File: config.mk
export PLATFORM = sky130hd
export DESIGN_NAME = ext_addr_gen
export DESIGN_NICKNAME = d
export VERILOG_FILES = /design/src/hdl/ext_addr_pkg.sv /design/src/hdl/ext_addr_gen.sv
export SDC_FILE = /design/constraint.sdc
export NUM_CORES = 1
export LEC_CHECK = 0
export BUFFER_PORTS_ARGS = -buffer_cell sky130_fd_sc_hd__buf_2
export CAP_MARGIN = 10
export CORE_MARGIN = 3
export CORE_UTILIZATION = 45
export DETAILED_ROUTE_END_ITERATION = 8
export PLACE_DENSITY = 0.73
export SKIP_LAST_GASP = 1
export SYNTH_ARGS = -nofsm -noshare
export SYNTH_HDL_FRONTEND = slang
export SYNTH_SLANG_ARGS = --single-unit
File: constraint.sdc
create_clock -name clk_sys -period 1.8 [get_ports clk_sys]
set_input_delay 0.27 -clock clk_sys [delete_from_list [all_inputs] [get_ports clk_sys]]
set_output_delay 0.27 -clock clk_sys [all_outputs]
set_load 0.05 [all_outputs]
File: src/hdl/ext_addr_pkg.sv
// constants for the extended-set operand address generator
package ext_addr_pkg;
  localparam int ADDR_W = 12;
  localparam int OPC_W = 16;
  localparam logic [7:0] INDEX_LIMIT = 8'h5F;
  localparam logic [7:0] ACCESS_SPLIT = 8'h60;
  localparam logic [3:0] ACCESS_HI_BANK = 4'hF;
  localparam logic [3:0] ACCESS_LO_BANK = 4'h0;
  localparam int ACC_BIT = 8;
  localparam logic [ADDR_W-1:0] ADDR_RST = 12'h000;
  localparam logic [OPC_W-1:0] OPC_RST = 16'h0000;
  // extended opcode classes, first word; OPC_SECOND_WORD is the second-word prefix
  localparam logic [7:0] OPC_PTR_ARITH_ADD = 8'hE8;
  localparam logic [7:0] OPC_PTR_ARITH_SUB = 8'hE9;
  localparam logic [15:0] OPC_CALL_W = 16'h0014;
  localparam logic [8:0] OPC_MOVE_IDX_FILE = 9'h1D6;
  localparam logic [8:0] OPC_MOVE_IDX_IDX = 9'h1D7;
  localparam logic [7:0] OPC_PUSH_LIT = 8'hEA;
  localparam logic [3:0] OPC_SECOND_WORD = 4'hF;
  typedef enum logic [2:0] {
    MODE_NONE = 3'b001,
    MODE_DIRECT = 3'b010,
    MODE_INDEXED = 3'b100
  } addr_mode_t;
endpackage : ext_addr_pkg

File: src/hdl/ext_addr_gen.sv
// operand address generation with indexed literal offset mode
`timescale 1ns/100ps
`default_nettype none
module ext_addr_gen (
  // clock and reset
  input wire logic clk_sys,
  input wire logic rst,
  // configuration
  input wire logic extended_set_enable,
  // instruction in
  input wire logic instr_valid,
  input wire logic [ext_addr_pkg::OPC_W-1:0] instr_word,
  input wire logic file_oriented,
  // core state
  input wire logic [3:0] bank_select_reg,
  input wire logic [ext_addr_pkg::ADDR_W-1:0] frame_pointer_pair,
  // results
  output logic addr_valid,
  output logic [ext_addr_pkg::ADDR_W-1:0] data_addr,
  output logic indexed_mode,
  output logic ext_instr,
  output logic ext_two_word
);
  import ext_addr_pkg::*;

  // added opcodes as mask and match pairs; pointer add and sub each cover two instructions
  localparam int N_PAT = 6;

  localparam logic [OPC_W-1:0] PAT_MASK [N_PAT] = '{
    16'hff00,
    16'hff00,
    16'hffff,
    16'hff80,
    16'hff80,
    16'hff00
  };

  localparam logic [OPC_W-1:0] PAT_VAL [N_PAT] = '{
    {OPC_PTR_ARITH_ADD, 8'h00},
    {OPC_PTR_ARITH_SUB, 8'h00},
    OPC_CALL_W,
    {OPC_MOVE_IDX_FILE, 7'h00},
    {OPC_MOVE_IDX_IDX, 7'h00},
    {OPC_PUSH_LIT, 8'h00}
  };

  // operand qualifies for indexed mode
  function automatic logic idx_ok(input logic [OPC_W-1:0] w);
    idx_ok = (w[ACC_BIT] == 1'b0) && (w[7:0] <= INDEX_LIMIT);
  endfunction : idx_ok

  // base core direct address: banked, or one of the two access bank halves
  function automatic logic [ADDR_W-1:0] base_addr(
    input logic [OPC_W-1:0] w,
    input logic [3:0] bank
  );
    logic [7:0] op;
    op = w[7:0];
    if (w[ACC_BIT]) begin
      base_addr = {bank, op};
    end else if (op < ACCESS_SPLIT) begin
      base_addr = {ACCESS_LO_BANK, op};
    end else begin
      base_addr = {ACCESS_HI_BANK, op};
    end
  endfunction : base_addr

  // offset is zero-extended; the carry out of the top bit is dropped on purpose
  function automatic logic [ADDR_W-1:0] idx_addr(
    input logic [OPC_W-1:0] w,
    input logic [ADDR_W-1:0] fp
  );
    logic [ADDR_W:0] sum;
    sum = {1'b0, fp} + {{(ADDR_W-7){1'b0}}, w[7:0]};
    idx_addr = sum[ADDR_W-1:0];
  endfunction : idx_addr

  logic [N_PAT-1:0] pat_hit;
  logic ext_hit;
  addr_mode_t mode;

  logic second_q;
  logic second_d;

  logic addr_valid_q;
  logic addr_valid_d;
  logic [ADDR_W-1:0] data_addr_q;
  logic [ADDR_W-1:0] data_addr_d;
  logic indexed_q;
  logic indexed_d;

  logic ext_q;
  logic ext_d;
  logic two_q;
  logic two_d;

  for (genvar g = 0; g < N_PAT; g++) begin : g_pat
    assign pat_hit[g] = (instr_word & PAT_MASK[g]) == PAT_VAL[g];
  end

  // with the set off the added opcodes fall back to the base decode
  assign ext_hit = extended_set_enable && (|pat_hit);

  // second words carry no operand, so the word after a first word is skipped
  always_comb begin
    second_d = second_q;
    if (instr_valid) begin
      if (second_q) begin
        second_d = 1'b0;
      end else begin
        second_d = ext_hit;
      end
    end
  end

  always_ff @(posedge clk_sys or posedge rst) begin
    if (rst) begin
      second_q <= 1'b0;
    end else begin
      second_q <= second_d;
    end
  end

  always_comb begin
    mode = MODE_NONE;
    if (instr_valid && !second_q && !ext_hit && file_oriented) begin
      // literal and inherent ops never reach here, so they stay as in the base core
      if (extended_set_enable && idx_ok(instr_word)) begin
        mode = MODE_INDEXED;
      end else begin
        mode = MODE_DIRECT;
      end
    end
  end

  always_comb begin
    addr_valid_d = 1'b0;
    indexed_d = 1'b0;
    data_addr_d = data_addr_q;
    unique case (mode)
      MODE_NONE: begin
      end
      MODE_DIRECT: begin
        addr_valid_d = 1'b1;
        data_addr_d = base_addr(instr_word, bank_select_reg);
      end
      MODE_INDEXED: begin
        addr_valid_d = 1'b1;
        indexed_d = 1'b1;
        // bank and access bank deliberately ignored here
        data_addr_d = idx_addr(instr_word, frame_pointer_pair);
      end
    endcase
  end

  // program fetch is outside this block; pointer pairs one and two never pass here
  always_ff @(posedge clk_sys or posedge rst) begin
    if (rst) begin
      addr_valid_q <= 1'b0;
      data_addr_q <= ADDR_RST;
      indexed_q <= 1'b0;
    end else begin
      addr_valid_q <= addr_valid_d;
      data_addr_q <= data_addr_d;
      indexed_q <= indexed_d;
    end
  end

  always_comb begin
    ext_d = 1'b0;
    two_d = 1'b0;
    if (instr_valid && !second_q && ext_hit) begin
      ext_d = 1'b1;
      two_d = 1'b1;
    end
  end

  always_ff @(posedge clk_sys or posedge rst) begin
    if (rst) begin
      ext_q <= 1'b0;
      two_q <= 1'b0;
    end else begin
      ext_q <= ext_d;
      two_q <= two_d;
    end
  end

  assign addr_valid = addr_valid_q;
  assign data_addr = data_addr_q;
  assign indexed_mode = indexed_q;
  assign ext_instr = ext_q;
  assign ext_two_word = two_q;
endmodule : ext_addr_gen
`default_nettype wire

==> impl_metrics.toml, run 1 <==
[min_path]
min_path_type = "primary input to async pin"

[logic_synthesis]
synth-seq-cells = 16
synth_flop_cell = "dfrtp_1"
yosys_warnings = 0
ys_top_cells_by_count = "dfrtp_1 (16), nand2_1 (16), a21oi_1 (11)"
synth.net_count = 181
synth.area.top_cells = "dfrtp_1 (33%), ha_1 (8.4%), nand2_1 (5.0%), a21oi_1 (4.6%), xnor2_1 (3.7%)"
yosysSeqAreaShare = 0.335
yosysTopAreaCell = "dfrtp_1"
synth_edf_count = 0
syn_avg_cell_area_um2 = 8.86
syn_inst = 135
ys_types = 43
syn_area_mm2 = 0.00120
yosysTopAreaCellShare = 0.335
synth_async_sr_flop_share = 1.00

[cts]
clock-sinks = 16
path_clk_slew_ns = 0.09
cts_buffers = 3
cts_tree = "built"
cts-htree-levels = 1
root_buffer = "clkbuf_4"
insertion_delay_ns = 0.28
clock_path_buffers = 2

[worst_setup_path]
crit_buf_inv = 1
reg2reg_depth = 7
start_kind = "primary input"
r2r_end = "data_addr[8]$_DFFE_PP0P_"
slowest_stage = "fa_2"
endpoint_kind = "flip-flop"
critical_path_arrival_ns = 1.89
crit_type = "primary input to flip-flop"
worst_r2r_startpoint = "second_q$_DFFE_PP0P_"
cp_max_fo = 2
slowest_delay_ns = 0.34
critPathTopFamily = "compound AO/OA/AOI/OAI gates"
crit_path_frequent_cell = "a21oi_2"
required_ns = 1.97
rrSetupSlack_ns = 0.15
worstPathCellList = "buf_2 > ha_4 > fa_2 > a211o_1 > a21oi_2 > a21oi_2 > nand3_2 > xnor2_1 > a221o_1"

[floorplanning]
ios = 53
core_mm2 = 0.00250
die_h_um = 57.6
rows = 18
die_w_um = 57.6
start_util = 0.478
fp.dieArea_mm2 = 0.00331

[drt]
drc = 0
wl_per_cell_um = 13.5
wl_met3_um = 124
num_vias = 1232
first_pass_iters = 4
routed_wirelength_mm = 3.17
drtAntennaViolNets = 0
drt_iter0_markers = 35
top_layer_used = "met4"
wl_met2_mm = 1.63
viasPerCell = 5.24
wl_met1_mm = 1.40

[pwr]
finalPower_w = 0.00116
power_frac_seq = 0.368
internal_power_w = 0.000685
ir_drop_uv = 527
power-per-cell-area_mw_per_mm2 = 703
p_leak_nw = 0.848
power_frac_clock = 0.154
comb_power_share = 0.478
switchingPower_w = 0.000478
switching_share = 0.411

[finish]
register_area_um2 = 400
fin_nets = 253
multi_input_area_um2 = 769
nFillCells = 214
diodes = 0
layout-drive-gt1-share = 0.420
synthToLayoutAreaGrowth_pct = 38.4
stdcell_area_mm2 = 0.00166

[run]
maxCapViolCount = 0

[grt]
grt.overflow.total = 0
antenna_found_initial = 0
grt_pass1_wl_mm = 5.24
grt.total_usage = 0.199
grt_max_degree = 17
grt_pass1_vias = 1205

[sta]
fmax_ghz = 0.580
post-route-min-period_ns = 1.72
drv_slew = 0
grt_setup_unrepaired = "true"
skew_ns = 0.00256
fin_crit_sh = 0.957
fin_ws_ns = 0.0773
timing.hold.ws_ns = 0.0461
finalHoldViolations = 0
worstMarginPinSlew_ns = 0.599
setup_viol = 0
relSlewSlack = 0.600

[placed_design]
place_congestion = 0.791
io_buffers = 52
pre_cts_ws_ns = -0.274
hpwl_mm = 2.70
dpl_cell_area_mm2 = 0.00162

[run_status]
status = "complete, no violations"
cells by family after synthesis:
group / Yosys count / synth area share
AO/OA/AOI/OAI: 42 / 0.236
buffers and inverters: 9 / 0.0397
XOR/XNOR: 7 / 0.0513
flip-flops: 16 / 0.335
adder cells (fa/ha/maj): 9 / 0.100
AND/OR/NAND/NOR: 49 / 0.212
multiplexers: 3 / 0.0251
registers in the layout (all words and copies together), names as in the netlist:
register / count
addr_valid: 1
data_addr: 12
indexed_mode: 1
ext_two_word: 1
second_q: 1
how the worst max path moves through the flow:
stage             startpoint                   endpoint  slack, ns  cells after the start
3_5_place_dp   instr_word[0]  data_addr[10]$_DFFE_PP0P_      -0.27                      9
3_3_place_gp   instr_word[0]  data_addr[10]$_DFFE_PP0P_      -0.23                      9
2_1_floorplan  instr_word[0]  data_addr[10]$_DFFE_PP0P_      -0.08                      8
4_1_cts        instr_word[0]  data_addr[10]$_DFFE_PP0P_       0.02                      9
5_1_grt        instr_word[0]  data_addr[10]$_DFFE_PP0P_      -0.02                      9
6_report       instr_word[0]  data_addr[10]$_DFFE_PP0P_       0.08                      9
stage by stage:
stage,std cells,setup TNS [ns],util
after floorplan,135,-0.0785,-
after CTS,234,0,0.658
after detailed placement,231,-1.19,0.649
after global routing,235,-0.0199,0.662
after global placement,231,-0.882,0.649
final,235,0,0.662
power by group through the flow:
stage / combinational (W) / sequential [W] / clock [W]
after global placement: 0.000536 / 0.000433 / 0
after floorplan: 0.000202 / 0.000597 / 0
final: 0.000556 / 0.000428 / 0.000179
after detailed placement: 0.000552 / 0.000435 / 0
after CTS: 0.000554 / 0.000428 / 0.000184
after global routing: 0.000600 / 0.000435 / 0.000198
worst reg2reg max path: cells and delay by family, from the launching register on:
| kind | cells | cell delay [ns] |
|---|---|---|
| flip-flops | 1 | 0.40 |
| AO/OA/AOI/OAI | 3 | 0.22 |
| buffers and inverters | 1 | 0.17 |
| AND/OR/NAND/NOR | 3 | 0.76 |
cell type report:
cell class                      instances  area share
Inverter                                4     0.00907
Multi-Input combinational cell        110       0.465
Timing Repair Buffer                   72       0.248
Tap cell                               30      0.0227
Clock buffer                            3      0.0136
Sequential cell                        16       0.242
placed cells by master, fill, tap and decap left out, types with 2 or more instances in the layout:
| master | count |
|---|---|
| a21o_1 | 3 |
| nand4_1 | 3 |
| buf_2 | 52 |
| a31oi_1 | 3 |
| xor2_1 | 2 |
| nor3_1 | 6 |
| a211o_1 | 2 |
| a211oi_1 | 2 |
| a21oi_2 | 2 |
| nor2b_1 | 3 |
| dfrtp_1 | 16 |
| nor2_1 | 8 |
| mux2i_1 | 3 |
| xnor2_1 | 5 |
| a21oi_1 | 10 |
| inv_1 | 3 |
| o211ai_1 | 2 |
| nand2_1 | 16 |
| o21a_1 | 2 |
| nor4_1 | 2 |
| ha_1 | 7 |
| o21ai_1 | 9 |
| clkbuf_4 | 3 |
| buf_4 | 20 |
| or2_2 | 2 |
routing by layer:
metal	GRT usage	vias up
li1	-	639
met1	0.246	565
met2	0.360	26
met3	0.0113	2
met4	0.0762	0
met5	0	-
repair_timing:
| item | in CTS | in global routing |
|---|---|---|
| resized for setup | 0 | 1 |
| setup buffers | 0 | 1 |
| endpoints found under the setup margin | 0 | 2 |
| hold buffers | 0 | 0 |
Power figures use the tool's default switching activity.
==> inputs of run 2 (changes only) <==
==> constraint.sdc (replaced) <==
create_clock -name clk_sys -period 1.8 [get_ports clk_sys]
set_input_delay 0.18 -clock clk_sys [delete_from_list [all_inputs] [get_ports clk_sys]]
set_output_delay 0.18 -clock clk_sys [all_outputs]
set_load 0.05 [all_outputs]
==> run 2 against run 1 <==
Net effect:
- sequential power about the same
- critical path depth is the same
- routed wire length is 4.0% lower
- power decreased by 0.46%
- register-to-register slack gained 0.14 ns
- clock power is essentially flat
- first-iteration DRC count grew 14%
- sequential share of layout area up 0.18 points
- final area shrank 0.76%
- via count shrank 0.32%
- non-clock buffer count fell by 5
- count of clock-buffer cells in the layout unchanged
==> impl_metrics.toml, run 2 (synthesis results as in run 1) <==
[run_status]
status = "complete, no violations"

[sta]
fmax_ghz = 0.586
finalHoldViolations = 0
grt_setup_unrepaired = "false"
relSlewSlack = 0.600
skew_ns = 0.000571
drv_slew = 0
tns_ns = 0
fin_crit_sh = 0.949
setup_viol = 0
post-route-min-period_ns = 1.71
timing.hold.ws_ns = 0.162
worstMarginPinSlew_ns = 0.599

[pwr]
comb_power_share = 0.476
power_frac_clock = 0.155
ir_drop_uv = 556
internal_power_w = 0.000683
p_leak_nw = 0.830
switching_share = 0.410
switchingPower_w = 0.000474
power-per-cell-area_mw_per_mm2 = 705
power_frac_seq = 0.369

[worst_setup_path]
endpoint_kind = "flip-flop"
reg2reg_depth = 5
critical_path_arrival_ns = 1.87
cp_max_fo = 2
rrSetupSlack_ns = 0.29
start_kind = "primary input"
worst_r2r_startpoint = "second_q$_DFFE_PP0P_"
crit_start = "instr_word[0]"
required_ns = 1.96
crit_type = "primary input to flip-flop"

[grt]
antenna_found_initial = 0
grt_max_degree = 17
grt.overflow.total = 0
grt_pass1_wl_mm = 5.17
grt_pass1_vias = 1182
grt.total_usage = 0.194

[cts]
cts_buffers = 3
cts-htree-levels = 1
path_clk_slew_ns = 0.09
clock_path_buffers = 2
insertion_delay_ns = 0.27
postCtsSetupRepairBufs = 0
clock-sinks = 16
cts_tree = "built"
root_buffer = "clkbuf_4"

[finish]
final_cell_mix = "buf_2 (52), nand2_1 (16), dfrtp_1 (16), buf_4 (12), a21oi_1 (10)"
synthToLayoutAreaGrowth_pct = 37.3
fin_nets = 248
largest_reg_flops = 12
final_common_cell = "buf_2"
diodes = 0
stdcell_area_mm2 = 0.00164
layout-drive-gt1-share = 0.395

[drt]
viasPerCell = 5.34
routed_wirelength_mm = 3.04
drtAntennaViolNets = 0
drt_iter0_markers = 40
wl_per_cell_um = 13.2
drc = 0
first_pass_iters = 4
num_vias = 1228

[min_path]
worstHoldStart = "instr_valid"
whs_path_depth = 3
min_path_type = "primary input to flip-flop"

[floorplanning]
die_w_um = 57.6
rows = 18
start_util = 0.478
ios = 53
core_mm2 = 0.00250
fp.dieArea_mm2 = 0.00331
die_h_um = 57.6

[placed_design]
io_buffers = 52
hpwl_mm = 2.60
place_congestion = 0.844
dpl_cell_area_mm2 = 0.00161

[run]
maxCapViolCount = 0
[run 2: power groups by stage]
| stage | combinational [W] | clock, W | sequential, W |
|---|---|---|---|
| after CTS | 0.000554 | 0.000182 | 0.000428 |
| after global placement | 0.000536 | 0 | 0.000434 |
| after floorplan | 0.000202 | 0 | 0.000597 |
| after global routing | 0.000596 | 0.000198 | 0.000433 |
| after detailed placement | 0.000549 | 0 | 0.000436 |
| final | 0.000551 | 0.000179 | 0.000428 |
[run 2: worst max-delay path, stage by stage]
cell     delay, ns
buf_2         0.12
ha_4          0.16
fa_2          0.36
a211o_1       0.33
a21oi_2       0.20
a21oi_2       0.10
nand3_2       0.07
xnor2_1       0.06
a221o_1       0.29
[run 2: area by class of cell]
cell class              instances  area (µm²)
fillers                       220         857
multi-input cells             110         767
clock buffers                   3        22.5
inverters                       4        15.0
flip-flops and latches         16         400
well taps                      30        37.5
repair buffers                 67         400
[run 2: what timing repair did]
action	4_1_cts	5_1_grt
hold buffers	1	0
endpoints found under the hold margin	16	0
setup endpoints to repair	0	1
resized for setup	0	1
[run 2: worst paths after layout]
kind,to
hold / removal,ext_two_word$_DFF_PP0_
setup reg to reg,data_addr[10]$_DFFE_PP0P_
max in group asynchronous,data_addr[11]$_DFFE_PP0P_
min in group asynchronous,indexed_mode$_DFF_PP0_
setup / recovery,data_addr[10]$_DFFE_PP0P_
hold reg to reg,ext_two_word$_DFF_PP0_
[run 2: metrics by stage]
step | power, W | std cells | util | setup slack (ns)
finish | 0.00116 | 230 | 0.657 | 0.0926
CTS | 0.00116 | 230 | 0.657 | 0.0772
global placement | 0.000970 | 226 | 0.644 | -0.143
global route | 0.00123 | 230 | 0.657 | 0.0104
detailed placement | 0.000985 | 226 | 0.644 | -0.210
floorplan | 0.000799 | 135 | - | 0.0115
[run 2: routing by layer]
metal | GRT usage | vias up | routed length, µm
li1 | - | 626 | -
met1 | 0.253 | 564 | 1330
met2 | 0.326 | 32 | 1520
met3 | 0.0271 | 6 | 133
met4 | 0.0662 | 0 | 53
met5 | 0 | - | 0
